<file path="config.mk">
export PLATFORM = sky130hd
export DESIGN_NAME = bfs_top
export DESIGN_NICKNAME = d
export VERILOG_FILES = /design/src/rtl/bfs_pkg.sv /design/src/rtl/bfs_top.sv
export SDC_FILE = /design/constraint.sdc
export NUM_CORES = 1
export LEC_CHECK = 0
export ABC_AREA = 1
export BUFFER_PORTS_ARGS = -buffer_cell sky130_fd_sc_hd__buf_2
export CORE_MARGIN = 5
export CORE_UTILIZATION = 41
export DETAILED_ROUTE_END_ITERATION = 8
export PLACE_DENSITY = 0.7
export SLEW_MARGIN = 20
export SYNTH_ARGS = -nofsm -noshare
export SYNTH_HDL_FRONTEND = slang
export SYNTH_SLANG_ARGS = --single-unit
</file>
<file path="constraint.sdc">
create_clock -name clk_sys -period 3.4 [get_ports clk_sys]
set_input_delay 0.85 -clock clk_sys [delete_from_list [all_inputs] [get_ports clk_sys]]
set_output_delay 0.85 -clock clk_sys [all_outputs]
set_load 0.1 [all_outputs]
</file>
<file path="src/rtl/bfs_pkg.sv">
// Purpose: shared constants and types for the buck fault supervisor
// Assumes: 40 MHz system clock
// Notes: times are kept in their own units, cycle counts derived here
package bfs_pkg;
    localparam int CLK_HZ = 40_000_000;
    localparam int CLK_KHZ = CLK_HZ / 1000;
    localparam int CLK_MHZ = CLK_HZ / 1_000_000;

    // switching frequency build options
    localparam int FSW_LO_HZ = 300_000;
    localparam int FSW_HI_HZ = 600_000;

    localparam int HICCUP_MS = 60;
    localparam int HICCUP_CYC = HICCUP_MS * CLK_KHZ;
    localparam int SOFT_MS = 8;
    localparam int SOFT_CYC = SOFT_MS * CLK_KHZ;
    localparam int RISE_MS = 120;
    localparam int RISE_CYC = RISE_MS * CLK_KHZ;
    localparam int FALL_US = 150;
    localparam int FALL_CYC = FALL_US * CLK_MHZ;
    // least times, rounded up to whole cycles
    localparam int BLANK_NS = 100;
    localparam int BLANK_CYC = (BLANK_NS * CLK_MHZ + 999) / 1000;
    localparam int DEAD_NS = 12;
    localparam int DEAD_CYC = (DEAD_NS * CLK_MHZ + 999) / 1000;

    localparam int TW = 24;
    localparam int CW = 3;
    localparam int BW = 3;
    localparam logic [CW-1:0] OC_LIMIT = 3'h7;

    // register port map
    localparam int ADDR_W = 4;
    localparam logic [ADDR_W-1:0] REG_CTRL = 4'h0;
    localparam logic [ADDR_W-1:0] REG_STAT = 4'h4;
    localparam logic CTRL_RST = 1'b0;
    localparam int CTRL_FIXED_BIT = 0;
    localparam int STAT_ST_LSB = 0;
    localparam int STAT_OK_BIT = 2;
    localparam int STAT_HS_LSB = 3;
    localparam int STAT_LS_LSB = 6;

    typedef enum logic [1:0] {ST_OFF, ST_SOFT, ST_RUN, ST_HICCUP}
        bfs_state_e;

    typedef struct packed {
        logic enable_input;
        logic uv_good;
        logic bias_ok;
        logic pwm_trip;
        logic hs_oc;
        logic ls_oc;
        logic fb_window;
        logic over_temp;
        logic hs_off_sense;
        logic ls_off_sense;
    } bfs_cmp_s;
endpackage : bfs_pkg

</file>
<file path="src/rtl/bfs_top.sv">
// Purpose: fault supervision and gate sequencing of a synchronous buck
// Assumes: comparator flags are asynchronous; analog loop is outside
// Notes: output_ok_flag is open drain, oe high pulls the pin low
// Operation
// enable low enters shutdown, all off
// hold off until input voltage good
// bias regulator low forces shutdown
// trip latch blocks high side until next cycle
// one fixed switching frequency per build
// high overcurrent cuts high side, counts up
// clean cycle decrements high-side counter
// count of seven faults, both drives off
// wait hiccup delay, then restart
// overcurrent in first restart cycle refaults
// clean restart decrements, keeps running
// low overcurrent keeps low on, counts up
// low counter mirrors high-side fault handling
// blank overcurrent flags after each turn-on
// output ok low on any bad condition
// output ok rises after long good hold
// output ok falls after short delay
// never both drives on, dead gap
// fixed dead time option skips adaptive
// drives low while disabled
// soft start on every start
// counters floor at zero, clear in shutdown
//
// The implementer's own choices: strobed register access and the register addresses.
`timescale 1ns/1ps
module bfs_top #(
    parameter int FSW_HZ = bfs_pkg::FSW_LO_HZ,
    parameter int HICCUP_CYC = bfs_pkg::HICCUP_CYC,
    parameter int SOFT_CYC = bfs_pkg::SOFT_CYC,
    parameter int RISE_CYC = bfs_pkg::RISE_CYC,
    parameter int FALL_CYC = bfs_pkg::FALL_CYC
) (
    // clock and reset
    input wire logic clk_sys,
    input wire logic resetn,
    // comparator flags from the analog front end
    input wire bfs_pkg::bfs_cmp_s cmp_raw,
    // register port
    input wire logic [bfs_pkg::ADDR_W-1:0] reg_addr,
    input wire logic [31:0] reg_wdata,
    input wire logic reg_wr,
    input wire logic reg_rd,
    output logic [31:0] reg_rdata,
    // gate drives
    output logic high_gate_drive,
    output logic low_gate_drive,
    // open-drain output ok flag
    output logic output_ok_flag_o,
    output logic output_ok_flag_oe
);
    localparam int PER = bfs_pkg::CLK_HZ / FSW_HZ;
    localparam int PW = $clog2(PER);
    localparam logic [PW-1:0] PER_LAST = PW'(PER - 1);
    localparam int TW = bfs_pkg::TW;
    localparam int CW = bfs_pkg::CW;
    localparam int BW = bfs_pkg::BW;
    localparam logic [CW-1:0] LIM = bfs_pkg::OC_LIMIT;

    bfs_pkg::bfs_cmp_s sync1_q;
    bfs_pkg::bfs_cmp_s s;
    bfs_pkg::bfs_state_e st_q, st_d;
    logic [TW-1:0] tmr_q, tmr_d;
    logic [PW-1:0] per_q, per_d;
    logic hs_done_q, hs_done_d;
    logic first_q, first_d;
    logic [CW-1:0] hs_cnt_q, hs_cnt_d, ls_cnt_q, ls_cnt_d;
    logic hs_hit_q, hs_hit_d, ls_hit_q, ls_hit_d;
    logic hs_q, hs_d, ls_q, ls_d;
    logic [BW-1:0] dt_q, dt_d, blk_q, blk_d;
    logic [TW-1:0] gd_q, gd_d, bd_q, bd_d;
    logic od_q, od_d;
    logic ctrl_q, ctrl_d;
    logic [31:0] rd_q, rd_d;
    logic run_ok, switching, cyc_start, blanked;
    logic hs_want, ls_want, hs_oc_ev, ls_oc_ev, fault, bad;
    logic ok_hs, ok_ls;

    // flags come from analog comparators: two stages before any use
    always_ff @(posedge clk_sys or negedge resetn)
    begin
        if (!resetn)
        begin
            sync1_q <= '0;
            s <= '0;
        end
        else
        begin
            sync1_q <= cmp_raw;
            s <= sync1_q;
        end
    end

    // start conditions
    assign run_ok = s.enable_input & s.uv_good & s.bias_ok & ~s.over_temp;
    assign switching = (st_q == bfs_pkg::ST_SOFT) |
                       (st_q == bfs_pkg::ST_RUN);
    // cycle starts from the fixed period count
    assign cyc_start = switching & (per_q == '0);
    assign blanked = (blk_q != '0);
    // high side only until the latch trips
    assign hs_want = switching & (~hs_done_q | cyc_start);
    assign ls_want = switching & hs_done_q & ~cyc_start;
    // flags ignored inside the blanking window
    assign hs_oc_ev = s.hs_oc & hs_q & ~blanked;
    assign ls_oc_ev = s.ls_oc & ls_q & ~blanked;

    // sequencing, cycle timing and overcurrent counters
    always_comb
    begin
        st_d = st_q;
        tmr_d = tmr_q;
        per_d = (!switching || per_q == PER_LAST) ? '0 : per_q + 1'b1;
        first_d = first_q;
        hs_done_d = hs_done_q;
        hs_cnt_d = hs_cnt_q;
        ls_cnt_d = ls_cnt_q;
        hs_hit_d = hs_hit_q;
        ls_hit_d = ls_hit_q;
        fault = 1'b0;
        if (cyc_start)
        begin
            hs_done_d = 1'b0;
            // clean cycle decrement
            if (!first_q)
            begin
                // floor at zero
                if (!hs_hit_q && hs_cnt_q != '0)
                    hs_cnt_d = hs_cnt_q - 1'b1;
                if (!ls_hit_q && ls_cnt_q != '0)
                    ls_cnt_d = ls_cnt_q - 1'b1;
            end
            first_d = 1'b0;
            hs_hit_d = 1'b0;
            ls_hit_d = 1'b0;
        end
        // trip latch set
        else if (hs_q && (s.pwm_trip || hs_oc_ev))
            hs_done_d = 1'b1;
        // count one high-side event per cycle
        if (hs_oc_ev && !hs_hit_d)
        begin
            hs_hit_d = 1'b1;
            if (hs_cnt_d != LIM)
                hs_cnt_d = hs_cnt_d + 1'b1;
        end
        // count one low-side event per cycle
        if (ls_oc_ev && !ls_hit_d)
        begin
            ls_hit_d = 1'b1;
            if (ls_cnt_d != LIM)
                ls_cnt_d = ls_cnt_d + 1'b1;
        end
        // counter at seven is a fault at once
        fault = switching & ((hs_oc_ev & (hs_cnt_d == LIM)) |
                             (ls_oc_ev & (ls_cnt_d == LIM)));
        case (st_q)
            bfs_pkg::ST_OFF:
            begin
                // counters clear while shut down
                hs_cnt_d = '0;
                ls_cnt_d = '0;
                first_d = 1'b0;
                // every start runs soft start
                if (run_ok)
                begin
                    st_d = bfs_pkg::ST_SOFT;
                    tmr_d = TW'(SOFT_CYC - 1);
                end
            end
            bfs_pkg::ST_SOFT:
            begin
                if (tmr_q == '0)
                    st_d = bfs_pkg::ST_RUN;
                else
                    tmr_d = tmr_q - 1'b1;
            end
            bfs_pkg::ST_RUN:
                tmr_d = '0;
            bfs_pkg::ST_HICCUP:
            begin
                // restart through soft start
                if (tmr_q == '0)
                begin
                    st_d = bfs_pkg::ST_SOFT;
                    tmr_d = TW'(SOFT_CYC - 1);
                end
                else
                    tmr_d = tmr_q - 1'b1;
            end
            default:
                st_d = bfs_pkg::ST_OFF;
        endcase
        // fault holds both off for the hiccup delay
        if (fault)
        begin
            st_d = bfs_pkg::ST_HICCUP;
            tmr_d = TW'(HICCUP_CYC - 1);
            first_d = 1'b1;
            hs_done_d = 1'b0;
            hs_hit_d = 1'b0;
            ls_hit_d = 1'b0;
        end
        // shutdown wins over everything
        if (!run_ok)
        begin
            st_d = bfs_pkg::ST_OFF;
            tmr_d = '0;
            hs_done_d = 1'b0;
            hs_hit_d = 1'b0;
            ls_hit_d = 1'b0;
        end
    end

    always_ff @(posedge clk_sys or negedge resetn)
    begin
        if (!resetn)
        begin
            st_q <= bfs_pkg::ST_OFF;
            tmr_q <= '0;
            per_q <= '0;
            first_q <= 1'b0;
            hs_done_q <= 1'b0;
            hs_cnt_q <= '0;
            ls_cnt_q <= '0;
            hs_hit_q <= 1'b0;
            ls_hit_q <= 1'b0;
        end
        else
        begin
            st_q <= st_d;
            tmr_q <= tmr_d;
            per_q <= per_d;
            first_q <= first_d;
            hs_done_q <= hs_done_d;
            hs_cnt_q <= hs_cnt_d;
            ls_cnt_q <= ls_cnt_d;
            hs_hit_q <= hs_hit_d;
            ls_hit_q <= ls_hit_d;
        end
    end

    // fixed gap, else wait for the other gate to read off
    assign ok_hs = ctrl_q ? (dt_q == '0) : s.ls_off_sense;
    assign ok_ls = ctrl_q ? (dt_q == '0) : s.hs_off_sense;

    // gate drive sequencer
    always_comb
    begin
        hs_d = hs_q;
        ls_d = ls_q;
        dt_d = (dt_q != '0) ? dt_q - 1'b1 : '0;
        // immediate turn-off
        if (!hs_want || hs_oc_ev)
            hs_d = 1'b0;
        // low side ends at cycle start or when switching stops
        if (!ls_want)
            ls_d = 1'b0;
        if ((hs_q && !hs_d) || (ls_q && !ls_d))
            dt_d = BW'(bfs_pkg::DEAD_CYC);
        // turn-on only with both gates off
        if (hs_want && !hs_oc_ev && !hs_q && !ls_q && ok_hs)
            hs_d = 1'b1;
        if (ls_want && !hs_q && !ls_q && ok_ls)
            ls_d = 1'b1;
        // blanking restarts at every turn-on
        if ((hs_d && !hs_q) || (ls_d && !ls_q))
            blk_d = BW'(bfs_pkg::BLANK_CYC);
        else
            blk_d = blanked ? blk_q - 1'b1 : '0;
    end

    always_ff @(posedge clk_sys or negedge resetn)
    begin
        if (!resetn)
        begin
            hs_q <= 1'b0;
            ls_q <= 1'b0;
            dt_q <= '0;
            blk_q <= '0;
        end
        else
        begin
            hs_q <= hs_d;
            ls_q <= ls_d;
            dt_q <= dt_d;
            blk_q <= blk_d;
        end
    end

    // any bad condition; not running covers soft start and faults
    assign bad = ~s.fb_window | (st_q != bfs_pkg::ST_RUN) |
                 s.hs_oc | s.ls_oc | s.over_temp;

    // output ok filter: slow release, short pull-down
    always_comb
    begin
        gd_d = gd_q;
        bd_d = bd_q;
        od_d = od_q;
        if (bad)
        begin
            gd_d = '0;
            // pull low after the fall delay
            if (bd_q == TW'(FALL_CYC - 1))
                od_d = 1'b1;
            else
                bd_d = bd_q + 1'b1;
        end
        else
        begin
            bd_d = '0;
            // release after a continuous good hold
            if (gd_q == TW'(RISE_CYC - 1))
                od_d = 1'b0;
            else
                gd_d = gd_q + 1'b1;
        end
    end

    always_ff @(posedge clk_sys or negedge resetn)
    begin
        if (!resetn)
        begin
            gd_q <= '0;
            bd_q <= '0;
            od_q <= 1'b1;
        end
        else
        begin
            gd_q <= gd_d;
            bd_q <= bd_d;
            od_q <= od_d;
        end
    end

    // register port: control word and live status
    always_comb
    begin
        ctrl_d = ctrl_q;
        rd_d = '0;
        if (reg_wr && reg_addr == bfs_pkg::REG_CTRL)
            ctrl_d = reg_wdata[bfs_pkg::CTRL_FIXED_BIT];
        if (reg_rd)
        begin
            case (reg_addr)
                bfs_pkg::REG_CTRL:
                    rd_d[bfs_pkg::CTRL_FIXED_BIT] = ctrl_q;
                bfs_pkg::REG_STAT:
                begin
                    rd_d[bfs_pkg::STAT_ST_LSB +: 2] = st_q;
                    rd_d[bfs_pkg::STAT_OK_BIT] = ~od_q;
                    rd_d[bfs_pkg::STAT_HS_LSB +: CW] = hs_cnt_q;
                    rd_d[bfs_pkg::STAT_LS_LSB +: CW] = ls_cnt_q;
                end
                default:
                    rd_d = '0;
            endcase
        end
    end

    always_ff @(posedge clk_sys or negedge resetn)
    begin
        if (!resetn)
        begin
            ctrl_q <= bfs_pkg::CTRL_RST;
            rd_q <= '0;
        end
        else
        begin
            ctrl_q <= ctrl_d;
            rd_q <= rd_d;
        end
    end

    assign reg_rdata = rd_q;
    assign high_gate_drive = hs_q;
    assign low_gate_drive = ls_q;
    // open drain: level is always low, only the enable moves
    assign output_ok_flag_o = 1'b0;
    assign output_ok_flag_oe = od_q;
endmodule : bfs_top

</file>
==> results by group <==
Timing
  • Slew margin rel.: 58.9%
  • Clock skew: 0.00651 ns
  • Pin slew with the least headroom to its limit: 0.617 ns
  • Setup tns final: 0 ns
  • Fmax: 324 MHz
  • Minimum clock period: 3.08 ns
  • Setup violators final: 0
  • Tcrit/Tclk final: 90.7%
  • Fin. Hold Viols: 0
  • Slew Viols, Final: 0
  • RSZ-0062 raised after global routing: false

Detailed routing
  • Vias: 5578
  • WL/cell: 12.6 um
  • Avg Vias per Cell: 4.89
  • Met2 WL post-DR: 6.81 mm
  • WL final: 14.4 mm
  • DR WL met3: 514 um
  • First-pass iteration count of the detailed router: 5
  • Detailed-route DRC error count: 0
  • M1 WL: 6.81 mm
  • Max Used Layer: met4
  • Initial DRC Count: 279
  • Residual antenna-violating net count after detailed routing: 0

Setup path
  • WS Path Type: reg2reg
  • Setup crit end kind: flip-flop
  • Largest delay contributor family on the critical path: simple AND/OR/NAND/NOR gates
  • CP max stage cell: dfrtp_1
  • CP max FO: 14
  • FF-to-FF Start: st_q[1]$_DFFE_PN0P_
  • R2R Setup Slk: 0.32 ns
  • R2r endpoint: tmr_q[9]$_DFFE_PN0P_
  • CP max stage delay: 0.42 ns
  • Worst path bufs/invs: 3
  • Crit path arrival time: 3.39 ns
  • Most frequent CP cell: nand2_1
  • Worst path required time: 3.71 ns
  • Reg2reg path depth: 20
  • Crit start category: flip-flop
  • Critical path cell sequence: inv_1 > ha_1 > inv_1 > nor2_2 > nand2_2 > nor2_8 > nand2_2 > nand2_1 > o21ai_1 > ha_1 > nand3_1 > nand2_1 > nand2_1 > nand2_1 > nand3_1 > nand2_1 > nand2_2 > nand3_4 > inv_4 > nor2_1

Clock tree
  • CTS Buf Count: 17
  • Maximum clock path buffer count: 2
  • Root Buffer: clkbuf_16
  • H-tree depth: 4
  • TritonCTS clock tree: built
  • Post-CTS setup buffer count: 0
  • Clock Latency Late Sink: 0.43 ns
  • CTS Hold Bufs: 0
  • CTS sink count: 131
  • Worst-path clk slew: 0.06 ns
  • PostCTS Resize Cnt: 0

Synth
  • Synth top area cells: dfrtp_1, nand2_1, nor2_1
  • Mapped Area: 7000 um2
  • Synth Area in Compound Gates: 9.12%
  • Primary FF master, synth: dfrtp_1
  • Synth unique cells: 46
  • Adder-Cell Fraction of Synth Area: 3.22%
  • Multiplexer share of the synthesized area: 0%
  • Synth Instances: 862
  • Yosys top cell area share: 46.5%
  • Async SR Flop Fraction: 100%
  • Register area share after synthesis: 46.9%
  • Post-synthesis xor/xnor area fraction: 2.88%
  • Number of synthesis warnings: 0
  • Post-synth top area cell: dfrtp_1
  • Post-synth EDFFs: 0
  • Largest family of logic cells by synthesized area: simple AND/OR/NAND/NOR gates
  • Synth Area in Simple Gates: 28.0%
  • Yosys reg bits: 131
  • Mean Syn Cell Area: 8.12 um2

GRT
  • Pin count of the biggest net entering global routing: 67
  • Grt total ovfl: 0
  • Vias in the first global route: 5425
  • First-pass GRT wire length: 25.0 mm
  • Antenna violations before repair: 0
  • Global Route Usage Sum: 15.4%

Min path
  • Min-Delay Path Class: reg2reg
  • Hold Path Sink: s[0]$_DFF_PN0_
  • Min-Delay Startpoint: sync1_q[0]$_DFF_PN0_
  • Cell count of the worst hold path: 0

Final layout
  • Area grow syn2layout: 13.7%
  • Fin util: 47.8%
  • Post-Layout Cell Count: 1140
  • Commonest non-fill, non-tap cell in the layout: nand2_1
  • Layout cell share with drive strength beyond 1: 11.3%
  • Fin nets: 975
  • Diode count: 0
  • Commonest cells after routing, fill and taps aside: nand2_1, dfrtp_1, nor2_1

Die
  • Initial Utilization: 42.0%
  • Chip height: 141 um
  • Total die area: 19800 um2
  • Die width: 141 um
  • Core area: 16600 um2
  • IO Pins: 86
  • Floorplan row count: 47

Place
  • Gpl congestion: 0.882
  • Placed Cells incl. Taps: 1108
  • Number of port buffers: 30
  • Dpl hpwl: 10.2 mm

Power and ir drop
  • Lkg Pwr: 0.00384 uW
  • Cell Pwr Density: 508 nW/um2
  • Max IR drop VDD: 420 uV

Job
  • Max-Cap Viols: 0

Status
  • Outcome: finished clean
-- worst reg2reg max path: stages (launching register included) --
cell,delay [ns]
dfrtp_1,0.42
inv_1,0.11
ha_1,0.32
inv_1,0.09
nor2_2,0.09
nand2_2,0.09
nor2_8,0.17
nand2_2,0.09
nand2_1,0.07
o21ai_1,0.09
ha_1,0.22
nand3_1,0.13
nand2_1,0.08
nand2_1,0.08
nand2_1,0.05
nand3_1,0.09
nand2_1,0.08
nand2_2,0.16
nand3_4,0.17
inv_4,0.28
nor2_1,0.09
-- flip-flops by register name (all words and copies together) (netlist names), 2 cells and up --
register / flops
blk_q: 3
gd_q: 24
ls_cnt_q: 3
st_q: 2
sync1_q: 10
bd_q: 24
dt_q: 3
s: 10
tmr_q: 24
per_q: 8
hs_cnt_q: 3
reg_rdata: 9
-- cells in the mapped netlist, drive strengths merged (8+ instances only) --
library cell  number
nand2            148
dfrtp            130
nor2             124
inv              112
a21oi             58
nand3             56
o21ai             47
nor3              35
buf               28
nand4             24
xor2              19
ha                18
nor4              14
or2                8
-- worst max path at each step --
| stage | start | end | slack, ns | depth (start not counted) |
|---|---|---|---|---|
| finish | st_q[1]$_DFFE_PN0P_ | tmr_q[9]$_DFFE_PN0P_ | 0.32 | 20 |
| global route | st_q[1]$_DFFE_PN0P_ | tmr_q[11]$_DFFE_PN0P_ | 0.07 | 20 |
| CTS | st_q[1]$_DFFE_PN0P_ | tmr_q[9]$_DFFE_PN0P_ | 0.31 | 20 |
| detailed placement | st_q[1]$_DFFE_PN0P_ | tmr_q[12]$_DFFE_PN0P_ | 0.36 | 20 |
| global placement | st_q[1]$_DFFE_PN0P_ | tmr_q[9]$_DFFE_PN0P_ | 0.39 | 20 |
| floorplan | st_q[1]$_DFFE_PN0P_ | tmr_q[13]$_DFFE_PN0P_ | 0.77 | 21 |
-- metrics by stage --
| stage | total power (uW) | setup slack [ns] | cell area (um2) | hold slack, ns |
|---|---|---|---|---|
| 3_3_place_gp | 2100 | 0.393 | 7320 | 0.335 |
| 2_1_floorplan | 2040 | 0.766 | 7080 | 0.331 |
| 6_report | 4040 | 0.317 | 7960 | 0.346 |
| 4_1_cts | 4080 | 0.311 | 7960 | 0.348 |
| 3_5_place_dp | 2110 | 0.360 | 7320 | 0.335 |
| 5_1_grt | 4220 | 0.0670 | 7960 | 0.351 |
-- where the power goes --
| group | total [uW] | internal (uW) | switching, uW |
|---|---|---|---|
| Sequential | 1680 | 1620 | 54.9 |
| Combinational | 412 | 108 | 304 |
| Clock | 1950 | 1230 | 721 |
-- final cells by class --
class	instances	area, um2
Clock buffer	17	425
Clock inverter	15	206
Fill cell	1612	8690
Inverter	114	433
Multi-Input combinational cell	605	3120
Sequential cell	131	3280
Tap cell	220	275
Timing Repair Buffer	38	216
-- cells by family (layout without fill, tap and decap cells) --
kind of cell               after synthesis  in the layout
AOI/OAI and AO/OA                      117            117
and+or+nand+nor                        423            423
other                                    1             24
DFF                                    131            131
adders and majority gates               18             18
buffers and inverters                  149            184
xor gates and xnor gates                23             23
-- metal layers --
metal  vias to the layer above  track usage, %
met3                        19            3.79
li1                       2867               -
met4                         0            5.86
met1                      2605            20.0
met2                        87            25.0
met5                         -               0
Power figures use the tool's default switching activity.
